<file path="src/shared/aps_cfg.svh">
// constants for the auxiliary, pointer and status load group
`ifndef APS_CFG_SVH
`define APS_CFG_SVH

`define APS_DW 16
`define APS_AW 8
`define APS_PCW 12
// opcode matches
`define APS_LAR_HI 7'h1c
`define APS_LOAD_AUX_IMMEDIATE_HI 7'h38
`define APS_MAR_HI 8'h68
`define APS_LDP_HI 8'h6f
`define APS_LOAD_PAGE_IMMEDIATE_HI 15'h3700
`define APS_LST_HI 8'h7b
// instruction field positions and widths, auxiliary register count
`define APS_B_IND 7
`define APS_B_INC 5
`define APS_B_DEC 4
`define APS_B_KEEP 3
`define APS_B_NXT 0
`define APS_B_AR 8
`define APS_B_K 0
`define APS_KW 8
`define APS_DMAW 7
`define APS_OP7_LO 9
`define APS_OP8_LO 8
`define APS_OP15_LO 1
`define APS_B_LSB 0
`define APS_NAUX 2
// status word layout
`define APS_SB_OV 15
`define APS_SB_OVM 14
`define APS_SB_INTERRUPT_MASK_BIT 13
`define APS_SB_ARP 8
`define APS_SB_DP 0
`define APS_SW_ONES_HI 4'hf
`define APS_SW_ONES_LO 6'h3f
`define APS_SW_ZERO 1'b0
// reset values and step sizes
`define APS_RST_ARP 1'b0
`define APS_RST_DP 1'b0
`define APS_RST_OV 1'b0
`define APS_RST_OVM 1'b0
`define APS_RST_INTERRUPT_MASK_BIT 1'b1
`define APS_RST_AUX 16'h0000
`define APS_RST_PC 12'h000
`define APS_PC_STEP 12'h001
`define APS_AUX_STEP 16'h0001

`endif

</file>
<file path="src/shared/aps_pkg.sv">
// types for the auxiliary, pointer and status load group
package aps_pkg;
    typedef enum logic [2:0] {
        op_none = 3'b000,
        op_lar = 3'b001,
        op_load_aux_immediate = 3'b010,
        op_mar = 3'b011,
        op_ldp = 3'b100,
        op_load_page_immediate = 3'b101,
        op_lst = 3'b110
    } aps_op_t;
endpackage

</file>
<file path="src/hdl/aps_aux_bank.sv">
// two auxiliary registers with load and post-update
`timescale 1ns/1ps
`default_nettype none
`include "aps_cfg.svh"
module aps_aux_bank (
    input wire logic core_clk,
    input wire logic rst_n,
    input wire logic wr_en,
    input wire logic wr_sel,
    input wire logic [`APS_DW-1:0] wr_data,
    input wire logic upd_en,
    input wire logic upd_sel,
    input wire logic upd_down,
    output logic [`APS_DW-1:0] aux_zero,
    output logic [`APS_DW-1:0] aux_one
);
    logic [`APS_DW-1:0] aux_ff [`APS_NAUX];
    logic [`APS_DW-1:0] nxt_aux [`APS_NAUX];

    genvar gi;
    generate
        for (gi = 0; gi < `APS_NAUX; gi = gi + 1) begin : g_ent
            always_comb begin
                nxt_aux[gi] = aux_ff[gi];
                // load beats post-update of same register
                if (wr_en && (wr_sel == 1'(gi))) begin
                    nxt_aux[gi] = wr_data;
                end else if (upd_en && (upd_sel == 1'(gi))) begin
                    nxt_aux[gi] = upd_down ? aux_ff[gi] - `APS_AUX_STEP
                                           : aux_ff[gi] + `APS_AUX_STEP;
                end
            end
            always_ff @(posedge core_clk or negedge rst_n) begin
                if (!rst_n) begin
                    aux_ff[gi] <= `APS_RST_AUX;
                end else begin
                    aux_ff[gi] <= nxt_aux[gi];
                end
            end
        end
    endgenerate

    assign aux_zero = aux_ff[0];
    assign aux_one = aux_ff[1];
endmodule // aps_aux_bank
`default_nettype wire

</file>
<file path="src/hdl/aps_load_ops.sv">
// execution of auxiliary, pointer, page and status load instructions
`timescale 1ns/1ps
`default_nettype none
`include "aps_cfg.svh"
module aps_load_ops (
    input wire logic core_clk,
    input wire logic rst_n,
    input wire logic instr_valid,
    input wire logic [`APS_DW-1:0] instr_word,
    input wire logic [`APS_DW-1:0] mem_rdata,
    input wire logic ov_set,
    input wire logic interrupt_mask_bit_set,
    input wire logic interrupt_mask_bit_clr,
    output logic [`APS_AW-1:0] dmem_addr_ff,
    output logic dmem_rd_ff,
    output logic [`APS_DW-1:0] aux_register_zero,
    output logic [`APS_DW-1:0] aux_register_one,
    output logic aux_select_pointer_ff,
    output logic page_pointer_ff,
    output logic overflow_flag_ff,
    output logic overflow_saturate_mode_ff,
    output logic interrupt_mask_bit_ff,
    output logic [`APS_DW-1:0] status_word_ff,
    output logic [`APS_PCW-1:0] pc_ff,
    output logic pc_step_ff
);
    aps_pkg::aps_op_t in_op;
    aps_pkg::aps_op_t ex_op_ff;
    aps_pkg::aps_op_t nxt_ex_op;
    logic [`APS_DW-1:0] ex_instr_ff;
    logic [`APS_DW-1:0] nxt_ex_instr;
    logic [`APS_AW-1:0] nxt_dmem_addr;
    logic nxt_dmem_rd;
    logic nxt_arp;
    logic nxt_dp;
    logic nxt_ov;
    logic nxt_ovm;
    logic nxt_interrupt_mask_bit;
    logic [`APS_DW-1:0] nxt_status;
    logic [`APS_PCW-1:0] nxt_pc;
    logic nxt_pc_step;
    logic ex_ind;
    logic ex_keep_arp;
    logic aux_wr_en;
    logic aux_wr_sel;
    logic [`APS_DW-1:0] aux_wr_data;
    logic aux_upd_en;
    logic aux_upd_down;
    logic [`APS_DW-1:0] cur_aux;
    logic [`APS_DW-1:0] fwd_aux;

    // decode of the incoming word
    always_comb begin
        in_op = aps_pkg::op_none;
        if (instr_word[`APS_DW-1:`APS_OP7_LO] == `APS_LAR_HI) begin
            in_op = aps_pkg::op_lar;
        end else if (instr_word[`APS_DW-1:`APS_OP7_LO] == `APS_LOAD_AUX_IMMEDIATE_HI) begin
            in_op = aps_pkg::op_load_aux_immediate;
        end else if (instr_word[`APS_DW-1:`APS_OP8_LO] == `APS_MAR_HI) begin
            // immediate pointer load shares the indirect modify opcode
            in_op = aps_pkg::op_mar;
        end else if (instr_word[`APS_DW-1:`APS_OP8_LO] == `APS_LDP_HI) begin
            in_op = aps_pkg::op_ldp;
        end else if (instr_word[`APS_DW-1:`APS_OP15_LO] == `APS_LOAD_PAGE_IMMEDIATE_HI) begin
            in_op = aps_pkg::op_load_page_immediate;
        end else if (instr_word[`APS_DW-1:`APS_OP8_LO] == `APS_LST_HI) begin
            in_op = aps_pkg::op_lst;
        end
    end

    // execute stage field views
    assign ex_ind = ex_instr_ff[`APS_B_IND];
    assign ex_keep_arp = ex_instr_ff[`APS_B_KEEP];

    // auxiliary register writes and post-updates
    always_comb begin
        aux_wr_en = 1'b0;
        aux_wr_sel = ex_instr_ff[`APS_B_AR];
        aux_wr_data = mem_rdata;
        aux_upd_en = 1'b0;
        aux_upd_down = ex_instr_ff[`APS_B_DEC];
        unique case (ex_op_ff)
            aps_pkg::op_lar: begin
                aux_wr_en = 1'b1;
            end
            aps_pkg::op_load_aux_immediate: begin
                aux_wr_en = 1'b1;
                aux_wr_data = {{(`APS_DW-`APS_KW){1'b0}},
                               ex_instr_ff[`APS_B_K +: `APS_KW]};
            end
            default: begin
                aux_wr_en = 1'b0;
            end
        endcase
        if (ex_ind && (ex_op_ff == aps_pkg::op_lar ||
                       ex_op_ff == aps_pkg::op_mar ||
                       ex_op_ff == aps_pkg::op_ldp ||
                       ex_op_ff == aps_pkg::op_lst)) begin
            aux_upd_en = ex_instr_ff[`APS_B_INC] ^ ex_instr_ff[`APS_B_DEC];
        end
    end

    // status bits
    always_comb begin
        nxt_arp = aux_select_pointer_ff;
        nxt_dp = page_pointer_ff;
        nxt_ov = overflow_flag_ff;
        nxt_ovm = overflow_saturate_mode_ff;
        unique case (ex_op_ff)
            aps_pkg::op_ldp: begin
                nxt_dp = mem_rdata[`APS_B_LSB];
            end
            aps_pkg::op_load_page_immediate: begin
                nxt_dp = ex_instr_ff[`APS_B_K];
            end
            aps_pkg::op_lst: begin
                nxt_ov = mem_rdata[`APS_SB_OV];
                nxt_ovm = mem_rdata[`APS_SB_OVM];
                nxt_arp = mem_rdata[`APS_SB_ARP];
                nxt_dp = mem_rdata[`APS_SB_DP];
            end
            default: begin
                nxt_dp = page_pointer_ff;
            end
        endcase
        // next-pointer field, overrides loaded pointer
        if (ex_ind && !ex_keep_arp && (ex_op_ff == aps_pkg::op_lar ||
                                      ex_op_ff == aps_pkg::op_mar ||
                                      ex_op_ff == aps_pkg::op_ldp ||
                                      ex_op_ff == aps_pkg::op_lst)) begin
            nxt_arp = ex_instr_ff[`APS_B_NXT];
        end
        // accumulator overflow set wins over a load of zero
        if (ov_set) begin
            nxt_ov = 1'b1;
        end
        // interrupt mask untouched by status load
        nxt_interrupt_mask_bit = interrupt_mask_bit_ff;
        if (interrupt_mask_bit_set) begin
            nxt_interrupt_mask_bit = 1'b1;
        end else if (interrupt_mask_bit_clr) begin
            nxt_interrupt_mask_bit = 1'b0;
        end
        nxt_status = {nxt_ov, nxt_ovm, nxt_interrupt_mask_bit, `APS_SW_ONES_HI, nxt_arp,
                      `APS_SW_ONES_LO, `APS_SW_ZERO, nxt_dp};
    end

    // forwarded current auxiliary register for the next address
    always_comb begin
        cur_aux = nxt_arp ? aux_register_one : aux_register_zero;
        fwd_aux = cur_aux;
        if (aux_wr_en && (aux_wr_sel == nxt_arp)) begin
            fwd_aux = aux_wr_data;
        end else if (aux_upd_en &&
                     (aux_select_pointer_ff == nxt_arp)) begin
            fwd_aux = aux_upd_down ? cur_aux - `APS_AUX_STEP
                                   : cur_aux + `APS_AUX_STEP;
        end
    end

    // operand address and pipeline advance
    always_comb begin
        nxt_ex_op = instr_valid ? in_op : aps_pkg::op_none;
        nxt_ex_instr = instr_word;
        if (instr_word[`APS_B_IND]) begin
            nxt_dmem_addr = fwd_aux[`APS_AW-1:0];
        end else begin
            nxt_dmem_addr = {nxt_dp, instr_word[`APS_DMAW-1:0]};
        end
        nxt_dmem_rd = instr_valid && (in_op == aps_pkg::op_lar ||
                                      in_op == aps_pkg::op_ldp ||
                                      in_op == aps_pkg::op_lst);
    end

    // program counter advance
    always_comb begin
        nxt_pc_step = (ex_op_ff != aps_pkg::op_none);
        nxt_pc = pc_ff;
        if (nxt_pc_step) begin
            nxt_pc = pc_ff + `APS_PC_STEP;
        end
    end

    // pipeline and operand address registers
    always_ff @(posedge core_clk or negedge rst_n) begin
        if (!rst_n) begin
            ex_op_ff <= aps_pkg::op_none;
            ex_instr_ff <= {`APS_DW{1'b0}};
            dmem_addr_ff <= {`APS_AW{1'b0}};
            dmem_rd_ff <= 1'b0;
        end else begin
            ex_op_ff <= nxt_ex_op;
            ex_instr_ff <= nxt_ex_instr;
            dmem_addr_ff <= nxt_dmem_addr;
            dmem_rd_ff <= nxt_dmem_rd;
        end
    end

    // status bit registers
    always_ff @(posedge core_clk or negedge rst_n) begin
        if (!rst_n) begin
            aux_select_pointer_ff <= `APS_RST_ARP;
            page_pointer_ff <= `APS_RST_DP;
            overflow_flag_ff <= `APS_RST_OV;
            overflow_saturate_mode_ff <= `APS_RST_OVM;
            interrupt_mask_bit_ff <= `APS_RST_INTERRUPT_MASK_BIT;
            status_word_ff <= {`APS_RST_OV, `APS_RST_OVM, `APS_RST_INTERRUPT_MASK_BIT,
                               `APS_SW_ONES_HI, `APS_RST_ARP,
                               `APS_SW_ONES_LO, `APS_SW_ZERO, `APS_RST_DP};
        end else begin
            aux_select_pointer_ff <= nxt_arp;
            page_pointer_ff <= nxt_dp;
            overflow_flag_ff <= nxt_ov;
            overflow_saturate_mode_ff <= nxt_ovm;
            interrupt_mask_bit_ff <= nxt_interrupt_mask_bit;
            status_word_ff <= nxt_status;
        end
    end

    // program counter registers
    always_ff @(posedge core_clk or negedge rst_n) begin
        if (!rst_n) begin
            pc_ff <= `APS_RST_PC;
            pc_step_ff <= 1'b0;
        end else begin
            pc_ff <= nxt_pc;
            pc_step_ff <= nxt_pc_step;
        end
    end

    // post-update acts on the register the pointer held at execution
    aps_aux_bank u_aux_bank (
        .core_clk(core_clk),
        .rst_n(rst_n),
        .wr_en(aux_wr_en),
        .wr_sel(aux_wr_sel),
        .wr_data(aux_wr_data),
        .upd_en(aux_upd_en),
        .upd_sel(aux_select_pointer_ff),
        .upd_down(aux_upd_down),
        .aux_zero(aux_register_zero),
        .aux_one(aux_register_one)
    );
endmodule // aps_load_ops
`default_nettype wire

</file>
<file path="config.mk">
export PLATFORM = sky130hd
export DESIGN_NAME = aps_load_ops
export DESIGN_NICKNAME = d
export VERILOG_FILES = /design/src/shared/aps_pkg.sv /design/src/hdl/aps_aux_bank.sv /design/src/hdl/aps_load_ops.sv
export VERILOG_INCLUDE_DIRS = /design/src /design/src/shared
export SDC_FILE = /design/constraint.sdc
export NUM_CORES = 1
export LEC_CHECK = 0
export ABC_AREA = 1
export BUFFER_PORTS_ARGS = -buffer_cell sky130_fd_sc_hd__clkbuf_2
export CAP_MARGIN = 5
export CORE_MARGIN = 3
export CORE_UTILIZATION = 45
export DETAILED_ROUTE_END_ITERATION = 16
export GPL_TIMING_DRIVEN = 0
export PLACE_DENSITY = 0.64
export SLEW_MARGIN = 5
export SYNTH_ARGS = -nofsm -noshare
export SYNTH_HDL_FRONTEND = slang
export SYNTH_SLANG_ARGS = --single-unit
export TNS_END_PERCENT = 10
</file>
<file path="constraint.sdc">
create_clock -name core_clk -period 3.21 [get_ports core_clk]
set_input_delay 0.321 -clock core_clk [delete_from_list [all_inputs] [get_ports core_clk]]
set_output_delay 0.321 -clock core_clk [all_outputs]
set_load 0.05 [all_outputs]
</file>
[Word-level counts from Yosys, hierarchy flattened]
Index checks and enable logic that the tools add are counted.
Widths: inputs -> output; s select.
Storage, ports and cells
  word-level logic and storage cells: 91
  output and inout port bits: 75
  flip-flop bits (word level): 76
Operators by class
  reduce and logical (&&, ||, !) cells: 21
  bitwise logic cells: 3
  eq/ne operators: 17
  multiplexer cells: 29
  $add $sub $neg: 7
Operators by type and width (number)
  $mux 16: 7
  $mux 8: 5
  $add 16x1->16 const B: 2
  $sub 16x1->16 const B: 2
  $eq 8x7->1 const B: 3
  $mux 3: 7
  $eq 15x14->1 const B: 1
  $eq 3x3->1 const B: 5
  $add 12x1->12 const B: 1
  $logic_and 1x1->1: 10
  $mux 1: 9
  $add 8x1->8 const B: 1
  $sub 8x1->8 const B: 1
  $eq 7x5->1 const B: 1
  $eq 7x6->1 const B: 1
  $eq 3x1->1 const B: 2
  $eq 3x2->1 const B: 2
  $logic_or 1x1->1: 5
  $reduce_bool 2->1: 2
  $reduce_or 2->1: 2
  $reduce_bool 3->1: 1
  $eq 1x1->1: 2
  $not 1->1: 2
  $pmux 1 s2: 1
  2 further kinds: 2

[Longest topological paths before layout]
Gate-level depths: netlist (run 1).
  word-level depth: 12
  depth in mapped cells: 22
  gate-level depth less buffers: 21

[Hierarchy]
A second synthesis (run 1) with hierarchy kept.
Second synthesis, totals
  cell total of the unflattened synthesis: 872
  area, all modules: 5831.8 um2
By module, submodules not included
  aps_aux_bank: area an instance 3298.2 um2, instances 1, cells each 534
  aps_load_ops: area an instance 2533.7 um2, instances 1, cells each 338

[Worst setup path before layout (run 1)]
OpenSTA, ideal clock, no wires.
  path kind: register to register
  from: reg ex_op_ff[0]
  to: reg dmem_addr_ff[6]
  arrival: 2.708 ns
  cell stages (with the launch flop): 22
  slack: 0.386 ns
  clock period less this slack: 2.824 ns
  path through: dfrtp_1 -> inv_1 -> ha_1 -> nor2_1 -> nand2_1 -> inv_1 -> nand2_1 -> nand2_2 -> buf_6 -> nand2_1 -> o21ai_2 -> inv_1 -> fa_1 -> o21ai_0 -> nand2_1 -> nand2_1 -> a21oi_1 -> xnor2_1 -> o21ai_1 -> nand2_1 -> nand2_1 -> nand2_1
On the way
  word-level cells in the longest chain between the ends: 12
  elaborated cells between the ends (all ways): 27
Ends and longest elaborated chain
  start, declared: line aps_load_ops.sv:28  | aps_pkg::aps_op_t ex_op_ff;
  start signal, assigned: line aps_load_ops.sv:187  | ex_op_ff <= aps_pkg::op_none;
  start signal, assigned: line aps_load_ops.sv:192  | ex_op_ff <= nxt_ex_op;
  $eq 3x1->1 or $eq 3x2->1 (tied branches): line aps_load_ops.sv:127, aps_load_ops.sv:128
  $logic_or 1x1->1: line aps_load_ops.sv:127  | if (ex_ind && !ex_keep_arp && (ex_op_ff == aps_pkg::op_lar ||
  $logic_or 1x1->1: line aps_load_ops.sv:128  | ex_op_ff == aps_pkg::op_mar ||
  $logic_or 1x1->1: line aps_load_ops.sv:129  | ex_op_ff == aps_pkg::op_ldp ||
  $logic_and 1x1->1: line aps_load_ops.sv:127
  $mux 1 (*): line aps_load_ops.sv:127
  net nxt_arp: line aps_load_ops.sv:34  | logic nxt_arp;
  $mux 8: line aps_load_ops.sv:150  | cur_aux = nxt_arp ? aux_register_one : aux_register_zero;
  $add 8x1->8 (no line) or $sub 8x1->8 (tied branches)
  $mux 8 (no line)
  $mux 8: line aps_load_ops.sv:154  | end else if (aux_upd_en &&
  $mux 8 (*): line aps_load_ops.sv:152  | if (aux_wr_en && (aux_wr_sel == nxt_arp)) begin
  $mux 8 (*): line aps_load_ops.sv:165  | if (instr_word[`APS_B_IND]) begin
  net nxt_dmem_addr[6]: line aps_load_ops.sv:32  | logic [`APS_AW-1:0] nxt_dmem_addr;
  end signal, assigned: line aps_load_ops.sv:189  | dmem_addr_ff <= {`APS_AW{1'b0}};
  end signal, assigned: line aps_load_ops.sv:194  | dmem_addr_ff <= nxt_dmem_addr;
  end, declared: line aps_load_ops.sv:14  | output logic [`APS_AW-1:0] dmem_addr_ff,
Mark *: on every way through the listed nets, which the timed path passes. The rest lies on a longest branch.
A chain may end at the register's enable or synchronous reset.

[Worst setup path after layout (run 1)]
  from: reg ex_op_ff[2]
  to: reg dmem_addr_ff[6]
Same word-level chain as after synthesis.

==> flow_summary_export.csv, run 1 <==
group,metric,value,unit
sta,timing.fmax,0.337,GHz
floorplan,initial_core_util,46.4,%
clock_tree,root_buffer,"clkbuf_16",
worst_setup_path,path_class,"register to register",
worst_setup_path,cp_slowest_cell,"dfrtp_2",
floorplan,fp.dieW,115,um
synth,ys_ff_latch,71,
sta,drv_slew,0,
clock_tree,cts_setup_buffers,0,
cells_and_area,area_growth,20.9,%
routing,drt_wl_total,14900,um
synth,synthTopCellsByArea,"dfrtp_1 33%, nand2_1 14%, ha_1 8.7%, inv_1 6.5%, xor2_1 4.1%",
worst_setup_path,crit_chain,"ha_1, nor2_2, nand2_1, inv_1, nand2_1, nand2_2, buf_6, o21a_1, inv_1, ha_4, nand2_1, o21ai_2, nand2_1, nand2_1, a21oi_1, xnor2_1, o21ai_1, nand2_1, nand2_1, nand2_1",
cells_and_area,layout-drive-gt1-share,20.7,%
synth,ys_seq_area_share,33.3,%
run_status,status,"finished, final reports clean",
synth,mappedNetlistArea,5340,um^2
worst_hold_path,hold_path.class,"primary input to register",
place,post-place-ws,0.0166,ns
floorplan,dieHeight,115,um
routing,dr.pass1.iters,5,
synth,synth.top_cell.area_share,32.8,%
synth,synthDistinctLibCells,47,
synth,synth_edf_count,0,
place,gp_congestion,0.915,
synth,syn_area_per_cell,7.39,um^2
place,io_buffers,101,
floorplan,dieArea,13200,um^2
sta,post-route-period-util,92.4,%
clock_tree,clock_path_buffers,2,
sta,tightest_slew,0.795,ns
worst_setup_path,endpoint_kind,"register",
worst_hold_path,min_to,"ex_instr_ff[2]",
power_and_ir_drop,vdd_drop_max,312,uV
sta,setup_violations,0,
worst_setup_path,cp-start-kind,"register",
routing,drt-vias-per-instance,5.13,
clock_tree,cts_max_level,3,
grt,overflow,0,
clock_tree,cts_tree,"yes",
grt,grt_pass1_vias,4922,
grt,track_usage,23.4,%
worst_setup_path,worst_path_most_repeated_cell,"nand2_1",
worst_setup_path,required,3.43,ns
routing,drc,0,
synth,ys.flop_type,"dfrtp_1",
worst_setup_path,crit_fanout,10,
clock_tree,clk_pin_slew,0.06,ns
synth,synthArstFlopShare,100,%
power_and_ir_drop,cellLeakagePower,3.54,nW
routing,drt_iter0_markers,293,
worst_setup_path,r2r_slack,0.24,ns
sta,rsz0062_at_grt,"no",
routing,vias,5104,
worst_hold_path,hold_start,"instr_word[2]",
worst_setup_path,r2r_end,"dmem_addr_ff[6]",
grt,grt_antenna_before_repair,0,
routing,drtAntennaViolNets,0,
floorplan,fp.coreArea,11500,um^2
worst_setup_path,arrival,3.19,ns
flow_run,cap_violations,0,
grt,grt_max_degree,43,
place,hpwl,11800,um
routing,routedWlPerCell,15.0,um
worst_setup_path,path_buf_inv,3,
worst_hold_path,worstHoldPathCells,1,
sta,hold_viol,0,
cells_and_area,antenna_cells,0,
floorplan,ioPinCount,113,
sta,fin_worst_skew,0.00650,ns
worst_setup_path,cp.depth,20,
worst_setup_path,cp_top_family,"simple AND/OR/NAND/NOR gates",
synth,ys_warn_count,0,
worst_setup_path,slowest_delay,0.46,ns
power_and_ir_drop,finalPower,4.69,mW
power_and_ir_drop,power_density,726,nW/um^2
worst_setup_path,worstReg2RegStart,"ex_op_ff[2]",
synth,syn-instance-count,723,
grt,grt_pass1_wl,24600,um
sta,worst_slack,0.245,ns
clock_tree,clk_latency,0.33,ns
sta,maxSlewHeadroom,46.4,%
worst_setup_path,ff2ff_path_depth,20,
clock_tree,cts_buffers,9,
cells_and_area,utilization,56.1,%
cells_and_area,nNetsFinal,924,
sta,period_minus_slack,2.97,ns
clock_tree,cts.sinks,71,
synth,yosysTopAreaCell,"dfrtp_1",
floorplan,rows,39,
[report_power, final]
group / switching (mW) / internal (mW)
clock network: 0.401 / 0.706
logic: 1.59 / 0.762
registers: 0.180 / 1.06
[synthesized netlist by cell type, types with 8 or more instances]
cell type	instances
dfrtp_1	70
nand3_1	33
o21ai_0	37
o21ai_1	11
nor2_1	49
xor2_1	25
xnor2_1	13
o221ai_1	8
buf_4	16
inv_1	92
nor3_1	8
nand2_1	195
ha_1	37
a21oi_1	35
o211ai_1	12
[layout by cell type (no fill, tap or decap), types with 3 or more instances in the layout]
cell type	n
inv_2	5
nand4_1	6
a31oi_1	3
xnor2_1	13
a21oi_1	34
clkbuf_1	4
nor3_1	8
nor2_1	48
dfrtp_1	68
nand2_2	7
nand2_1	195
o211ai_1	12
o21a_1	6
buf_6	3
clkbuf_16	9
o21bai_1	5
ha_1	36
buf_2	5
conb_1	11
o21ai_1	11
o21ai_0	36
clkbuf_2	101
o221ai_1	8
xor2_1	25
buf_4	16
a21o_1	7
inv_1	91
nand3_1	33
a21oi_2	4
[state kept, by name, indices dropped and copies added (netlist names)]
signal and cells:
pc_step_ff 1, ex_op_ff 3, ex_instr_ff 9, pc_ff 12
dmem_rd_ff 1, status_word_ff 5, u_aux_bank.aux_one 16, u_aux_bank.aux_zero 16
dmem_addr_ff 8
[per-layer routing]
| layer | wire length, um | up-vias | global-route usage (%) |
|---|---|---|---|
| met5 | 0 | - | 0 |
| met4 | 310 | 0 | 6.65 |
| met3 | 550 | 21 | 3.68 |
| met2 | 7140 | 112 | 38.7 |
| met1 | 6920 | 2387 | 31.9 |
| li1 | - | 2584 | - |
[final cells by class]
class | instances | area [um^2]
flip-flops and latches | 71 | 1780
repair buffers | 103 | 538
clock inverters | 6 | 91.3
fillers | 1152 | 5060
clock buffers | 10 | 239
inverters | 97 | 365
well taps | 143 | 179
multi-input cells | 535 | 3060
plain buffers | 29 | 199
[per-stage QoR]
stage / instance area (um^2) / setup TNS (ns) / hold slack (ns) / std cells
floorplan: 5380 / 0 / 0.0254 / 732
global placement: 6060 / -1.81 / 0.456 / 976
detailed placement: 6080 / 0 / 0.314 / 977
CTS: 6420 / 0 / 0.121 / 994
global route: 6460 / 0 / 0.122 / 994
finish: 6460 / 0 / 0.127 / 994
[timing repair]
item | CTS | global route
hold endpoints to repair | 28 | 0
endpoints found under the setup margin | 1 | 6
pin swaps | 0 | 1
hold buffers | 1 | 0
resized for setup | 1 | 9
[how the worst max path moves through the flow]
stage,from,endpoint,slack [ns]
after CTS,ex_op_ff[2],dmem_addr_ff[6],0.08
after global placement,ex_instr_ff[4],u_aux_bank.aux_one[12],-0.31
final,ex_op_ff[2],dmem_addr_ff[6],0.24
after detailed placement,ex_op_ff[2],dmem_addr_ff[6],0.02
after floorplan,ex_op_ff[0],dmem_addr_ff[6],0.39
after global routing,ex_instr_ff[4],u_aux_bank.aux_one[12],0.04
[cell families (layout without fill, tap and decap cells)]
family	after synthesis	after routing	synth area share [%]
and+or+nand+nor	307	307	23.9
xor gates and xnor gates	39	39	6.54
adders and majority gates	40	40	9.79
AOI/OAI and AO/OA	138	138	15.8
other	2	11	0.141
buffers and inverters	126	245	10.6
DFF	71	71	33.3
Power figures use the tool's default switching activity.
==> inputs of run 2 (changes only) <==
--- a/config.mk
+++ b/config.mk
@@ -13,9 +13,10 @@
 export CORE_UTILIZATION = 45
 export DETAILED_ROUTE_END_ITERATION = 16
 export GPL_TIMING_DRIVEN = 0
-export PLACE_DENSITY = 0.64
+export PLACE_DENSITY = 0.63
 export SLEW_MARGIN = 5
 export SYNTH_ARGS = -nofsm -noshare
 export SYNTH_HDL_FRONTEND = slang
+export SYNTH_HIERARCHICAL = 1
 export SYNTH_SLANG_ARGS = --single-unit
 export TNS_END_PERCENT = 10
==> run 2 against run 1 <==
Setup slack better by 0.098 ns. Combinational power is 2% higher. Clock power is 16% lower. Hold slack worse by 0.0053 ns. Synthesized cell count is 21% higher. Area after synthesis is 9.2% higher. Register-to-register slack better by 0.098 ns. Sequential cell count stayed put. Largest cell class unchanged. Largest power group unchanged.
==> flow_summary_export.csv, run 2 <==
group,metric,value,unit
worst_setup_path,critPathCapture,"dmem_addr_ff[7]",
cells_and_area,area_growth,18.9,%
clock_tree,clock_path_buffers,2,
sta,period_minus_slack,2.87,ns
cells_and_area,seqCellArea,1780,um^2
floorplan,fp.dieW,120,um
synth,synthDistinctLibCells,47,
synth,synthTopCellsByArea,"dfrtp_1 30%, nand2_1 19%, inv_1 8.8%, ha_1 7.9%, nand3_1 4.8%",
clock_tree,root_buffer,"clkbuf_16",
sta,timing.fmax,0.349,GHz
synth,synth_xor_xnor_area_share,3.15,%
routing,dr.pass1.iters,5,
sta,post-route-period-util,89.3,%
floorplan,fp.coreArea,12400,um^2
synth,yosysTopAreaCell,"dfrtp_1",
cells_and_area,final_cell_mix,"298 x nand2_1, 137 x inv_1, 100 x clkbuf_2",
place,gp_congestion,0.864,
floorplan,initial_core_util,47.2,%
power_and_ir_drop,vdd_drop_max,478,uV
synth,yosysMostFrequentCell,"nand2_1",
synth,synth-simple-area-share,34.6,%
floorplan,dieHeight,120,um
synth,synth_top_family_by_area,"simple AND/OR/NAND/NOR gates",
synth,syn_area_per_cell,6.69,um^2
routing,drtAntennaViolNets,0,
worst_setup_path,path_class,"register to register",
synth,yosys.area_share.adder,8.97,%
worst_setup_path,cp.depth,17,
cells_and_area,multi_input_area,3320,um^2
clock_tree,cts_tree,"yes",
worst_setup_path,worstReg2RegStart,"ex_op_ff[0]",
routing,vias,5676,
place,hpwl,12400,um
sta,maxSlewHeadroom,53.1,%
sta,drv_slew,0,
synth,synth.top_cell.area_share,30.0,%
worst_setup_path,r2r_slack,0.34,ns
grt,grt_antenna_before_repair,0,
floorplan,ioPinCount,113,
routing,drt_wl_total,15600,um
worst_setup_path,endpoint_kind,"register",
synth,synthArstFlopShare,100,%
power_and_ir_drop,cellLeakagePower,3.99,nW
clock_tree,clk_pin_slew,0.06,ns
synth,synth.area.mux_share,0.193,%
worst_setup_path,worst_path_most_repeated_cell,"nand2_1",
synth,ys.flop_type,"dfrtp_1",
cells_and_area,antenna_cells,0,
cells_and_area,filler_cell_count,1305,
floorplan,dieArea,14400,um^2
synth,ys_seq_area_share,30.5,%
worst_setup_path,cp_top_family,"simple AND/OR/NAND/NOR gates",
routing,routedWlPerCell,13.4,um
synth,synth-compound-area-share,9.12,%
worst_setup_path,cp_slowest_cell,"dfrtp_1",
cells_and_area,final_common_cell,"nand2_1",
routing,drt_iter0_markers,322,
grt,grt_pass1_wl,25600,um
place,place_inst,1152,
grt,grt_max_degree,58,
worst_setup_path,path_buf_inv,4,
synth,synth_edf_count,0,
worst_setup_path,crit_fanout,10,
synth,syn-instance-count,872,
worst_setup_path,cp-start-kind,"register",
sta,fin_tns_setup,0,ns
worst_setup_path,r2r_end,"dmem_addr_ff[7]",
sta,fin_worst_skew,0.0108,ns
grt,overflow,0,
clock_tree,cts_buffers,9,
run_status,status,"finished, final reports clean",
cells_and_area,layout-drive-gt1-share,19.6,%
worst_setup_path,required,3.46,ns
synth,ys_ff_latch,71,
worst_setup_path,crit_start,"ex_op_ff[0]",
worst_hold_path,hold_path.class,"primary input to register",
cells_and_area,nNetsFinal,1075,
worst_setup_path,crit_chain,"inv_2, ha_1, inv_1, nand4_1, nand2_4, buf_4, inv_1, nand2_1, nand2_1, ha_1, a21oi_2, nor2_1, a211oi_2, nand3_1, nand3_1, nand2_1, a21oi_1",
place,io_buffers,101,
sta,rsz0062_at_grt,"no",
synth,ys_warn_count,6,
sta,setup_violations,0,
sta,whs,0.121,ns
grt,track_usage,22.2,%
worst_setup_path,ff2ff_path_depth,17,
routing,drc,0,
synth,synth_common_cells,"298 x nand2_1, 137 x inv_1, 70 x dfrtp_1, 56 x nand3_1, 52 x nor2_1",
routing,drt-vias-per-instance,4.85,
cells_and_area,final_cells,1170,
clock_tree,cts_max_level,3,
sta,hold_viol,0,
clock_tree,clk_latency,0.33,ns
flow_run,cap_violations,0,
floorplan,rows,40,
sta,tightest_slew,0.697,ns
grt,grt_pass1_vias,5275,
power_and_ir_drop,power_density,660,nW/um^2
worst_setup_path,slowest_delay,0.40,ns
clock_tree,cts.sinks,71,
worst_setup_path,arrival,3.12,ns
synth,mappedNetlistArea,5830,um^2
==> run 2: worst min path at each step <==
stage	from	endpoint	slack [ns]	cells after the start
2_1_floorplan	rst_n	dmem_addr_ff[0]	0.03	0
3_3_place_gp	instr_word[0]	ex_instr_ff[0]	0.46	1
3_5_place_dp	rst_n	u_aux_bank/aux_one[9]	0.24	1
4_1_cts	instr_word[0]	ex_instr_ff[0]	0.11	1
5_1_grt	instr_word[0]	ex_instr_ff[0]	0.12	1
6_report	instr_word[0]	ex_instr_ff[0]	0.12	1
==> run 2: metrics by stage <==
| stage | util [%] | instance area, um^2 | power, mW | setup WS, ns |
|---|---|---|---|---|
| 6_report | 56.1 | 6930 | 4.57 | 0.342 |
| 5_1_grt | 56.1 | 6930 | 4.94 | 0.0127 |
| 4_1_cts | 56.0 | 6920 | 4.59 | 0.170 |
| 3_5_place_dp | 53.7 | 6630 | 3.64 | 0.202 |
| 3_3_place_gp | 53.2 | 6580 | 3.60 | -0.0400 |
| 2_1_floorplan | - | 5870 | 3.07 | 0.555 |
==> run 2: cells by family after synthesis <==
group / Yosys count
AOI/OAI and AO/OA: 92
xor gates and xnor gates: 21
adders and majority gates: 40
buffers and inverters: 181
DFF: 71
muxes: 1
other: 2
and+or+nand+nor: 464
==> run 2: power by group <==
group          switching (mW)  internal, mW
Clock                   0.408         0.526
Combinational            1.64         0.744
Sequential              0.200          1.05
==> run 2: final cells by class <==
type / count / share of cell area, %
Multi-Input combinational cell: 629 / 47.9
Sequential cell: 71 / 25.7
Inverter: 155 / 8.43
Timing Repair Buffer: 105 / 8.27
Clock buffer: 10 / 3.30
Tap cell: 168 / 3.03
Buffer: 26 / 2.76
Clock inverter: 6 / 0.650
==> run 2: worst reg2reg max path, delay by kind of cell, from the launching register on <==
kind	cells	cell delay [ns]
compound gates	3	0.54
fa+ha+maj	2	0.63
simple gates	8	0.79
flops	1	0.40
buf+inv	4	0.43
==> run 2: per-layer routing <==
layer	up-vias	wire (um)	track usage [%]
li1	2962	-	-
met1	2528	7230	30.4
met2	172	7240	36.4
met3	14	912	3.91
met4	0	263	5.65
met5	-	0	0
==> run 2: what timing repair did <==
action                                 4_1_cts  5_1_grt
setup endpoints to repair                    0        1
setup buffers                                0        1
hold buffers                                 1        0
resized for setup                            0        2
endpoints found under the hold margin       14        0
==> inputs of run 3 (changes only) <==
--- a/config.mk
+++ b/config.mk
@@ -13,7 +13,8 @@
 export CORE_UTILIZATION = 45
 export DETAILED_ROUTE_END_ITERATION = 16
 export GPL_TIMING_DRIVEN = 0
-export PLACE_DENSITY = 0.63
+export PLACE_DENSITY = 0.66
+export SETUP_SLACK_MARGIN = 0.2
 export SLEW_MARGIN = 5
 export SYNTH_ARGS = -nofsm -noshare
 export SYNTH_HDL_FRONTEND = slang
==> constraint.sdc (replaced) <==
create_clock -name core_clk -period 2.6 [get_ports core_clk]
set_input_delay 0.26 -clock core_clk [delete_from_list [all_inputs] [get_ports core_clk]]
set_output_delay 0.26 -clock core_clk [all_outputs]
set_load 0.05 [all_outputs]
==> run 3 against run 2 <==
Die area did not move. Largest power group unchanged. Sequential share of layout area fell by 0.93 points. Highest routed layer unchanged. Cell count rose by 1.3%. Count of clock-buffer cells in the layout up 1.
==> flow_summary_export.csv, run 3 (synthesis results as in run 2) <==
group,metric,value,unit
routing,drt_iter0_markers,331,
floorplan,rows,40,
flow_run,cap_violations,0,
grt,grt_pass1_vias,5329,
floorplan,ioPinCount,113,
worst_setup_path,crit_chain,"inv_2, ha_4, inv_4, nand4_1, nand2_4, buf_6, nand2_1, o21a_1, inv_2, ha_4, a21oi_2, nand2_2, nand2_2, nand2_2, a21oi_2, nand2_1, nand2_1, o21ai_2, a21oi_2",
routing,drt_wl_total,15800,um
cells_and_area,nNetsFinal,1090,
worst_setup_path,arrival,2.83,ns
power_and_ir_drop,vdd_drop_max,392,uV
grt,track_usage,21.8,%
floorplan,dieArea,14400,um^2
sta,maxSlewHeadroom,53.8,%
worst_setup_path,crit_start,"ex_op_ff[0]",
grt,grt_max_degree,57,
grt,overflow,0,
worst_hold_path,hold_path.class,"primary input to register",
floorplan,dieHeight,120,um
worst_setup_path,worstReg2RegStart,"ex_op_ff[0]",
sta,fin_tns_setup,0,ns
cells_and_area,final_cell_mix,"287 x nand2_1, 132 x inv_1, 100 x clkbuf_2",
sta,post-route-period-util,98.7,%
worst_setup_path,r2r_slack,0.03,ns
power_and_ir_drop,p_comb_share,53.9,%
routing,drc,0,
clock_tree,clk_pin_slew,0.06,ns
clock_tree,clock_path_buffers,2,
run_status,status,"finished, final reports clean",
worst_setup_path,cp-start-kind,"register",
worst_setup_path,ff2ff_path_depth,19,
sta,setup_violations,0,
worst_setup_path,critPathCapture,"dmem_addr_ff[6]",
power_and_ir_drop,switching_share,48.9,%
sta,tightest_slew,0.693,ns
power_and_ir_drop,power_switching,2.86,mW
clock_tree,cts_max_level,3,
worst_setup_path,cp_slowest_cell,"dfrtp_1",
cells_and_area,utilization,58.4,%
routing,routedWlPerCell,13.4,um
power_and_ir_drop,internal_power,2.99,mW
sta,fin_worst_skew,0.0107,ns
place,hpwl,12100,um
place,gp_congestion,0.884,
grt,grt_antenna_before_repair,0,
worst_setup_path,endpoint_kind,"register",
power_and_ir_drop,cellLeakagePower,4.07,nW
cells_and_area,antenna_cells,0,
worst_setup_path,slowest_delay,0.40,ns
sta,drv_slew,0,
clock_tree,root_buffer,"clkbuf_16",
routing,dr.pass1.iters,4,
sta,worst_slack,0.0326,ns
clock_tree,cts_buffers,9,
sta,period_minus_slack,2.57,ns
cells_and_area,stdcell_area,7210,um^2
routing,drtAntennaViolNets,0,
clock_tree,clk_latency,0.34,ns
sta,timing.fmax,0.389,GHz
floorplan,initial_core_util,47.2,%
grt,grt_pass1_wl,25300,um
cells_and_area,area_growth,23.7,%
place,io_buffers,101,
sta,hold_viol,0,
power_and_ir_drop,power_density,811,nW/um^2
sta,rsz0062_at_grt,"yes",
routing,vias,5764,
place,post-place-ws,-0.139,ns
power_and_ir_drop,clkPwrFrac,19.4,%
place,placed_area,6700,um^2
power_and_ir_drop,power_frac_seq,26.7,%
worst_setup_path,r2r_end,"dmem_addr_ff[6]",
worst_setup_path,crit_fanout,5,
worst_setup_path,required,2.86,ns
floorplan,fp.dieW,120,um
worst_setup_path,path_class,"register to register",
cells_and_area,final_common_cell,"nand2_1",
clock_tree,cts.sinks,71,
floorplan,fp.coreArea,12400,um^2
routing,drt-vias-per-instance,4.86,
cells_and_area,layout-drive-gt1-share,23.8,%
clock_tree,cts_tree,"yes",
==> run 3: changes by cell type in the layout (fill, tap and decap cells not counted), moves of 3 or more <==
cell,delta
ha_1,-6
nand2_1,-11
buf_4,+12
inv_2,+4
nand3_1,-3
inv_1,-5
ha_4,+6
nand2_2,+11
buf_6,+4
nand3_4,+3
a21oi_1,-3
==> run 3: layout make-up <==
cell class / instances / area (um^2)
clock inverter: 5 / 35.0
clock buffer: 11 / 233
fill: 1257 / 5150
multi-input combinational: 629 / 3490
sequential: 71 / 1780
tap: 168 / 210
buffer: 26 / 195
inverter: 155 / 587
timing repair buffer: 120 / 684
==> run 3: worst min-delay path by stage <==
stage | startpoint | end | slack, ns | cells past startpoint
after floorplan | rst_n | dmem_addr_ff[0] | -0.04 | 0
after global placement | instr_word[0] | ex_instr_ff[0] | 0.40 | 1
after detailed placement | rst_n | u_aux_bank/aux_one[11] | 0.18 | 1
after CTS | instr_word[0] | ex_instr_ff[0] | 0.05 | 1
after global routing | instr_word[0] | ex_instr_ff[0] | 0.04 | 1
final | instr_word[0] | ex_instr_ff[0] | 0.06 | 1
==> run 3: stage by stage <==
stage / std cells / hold slack, ns / total power [mW]
after detailed placement: 1151 / 0.181 / 4.56
after floorplan: 881 / -0.0356 / 3.86
after global placement: 1150 / 0.402 / 4.52
final: 1185 / 0.0620 / 5.85
after global routing: 1185 / 0.0449 / 6.27
after CTS: 1181 / 0.0500 / 5.80
==> run 3: routing by layer <==
layer	track usage, %	vias to the layer above	share of wire (%)
met3	3.82	25	4.1
met1	29.1	2615	47
met4	7.02	0	2.3
met2	36.1	137	46
met5	0	-	0
li1	-	2987	-
==> run 3: power groups by stage <==
stage	logic [mW]	registers, mW	clock network, mW
after floorplan	1.71	2.14	0
after global placement	2.93	1.58	0
after detailed placement	2.98	1.58	0
after CTS	3.07	1.56	1.16
after global routing	3.48	1.59	1.20
final	3.15	1.56	1.13
==> run 3: worst max-delay path: cells and delay by family, from the launching register on <==
family | cells | cell delay [ns]
buffers and inverters | 4 | 0.35
and+or+nand+nor | 8 | 0.68
adders and majority gates | 2 | 0.42
DFF | 1 | 0.40
AOI/OAI and AO/OA | 5 | 0.61
==> run 3: repair_timing <==
| action | 4_1_cts | 5_1_grt |
|---|---|---|
| hold buffers | 1 | 0 |
| resized for setup | 7 | 23 |
| gates cloned | 1 | 0 |
| pin swaps | 8 | 14 |
| hold endpoints to repair | 14 | 0 |
| endpoints found under the setup margin | 16 | 39 |
| setup buffers | 12 | 4 |
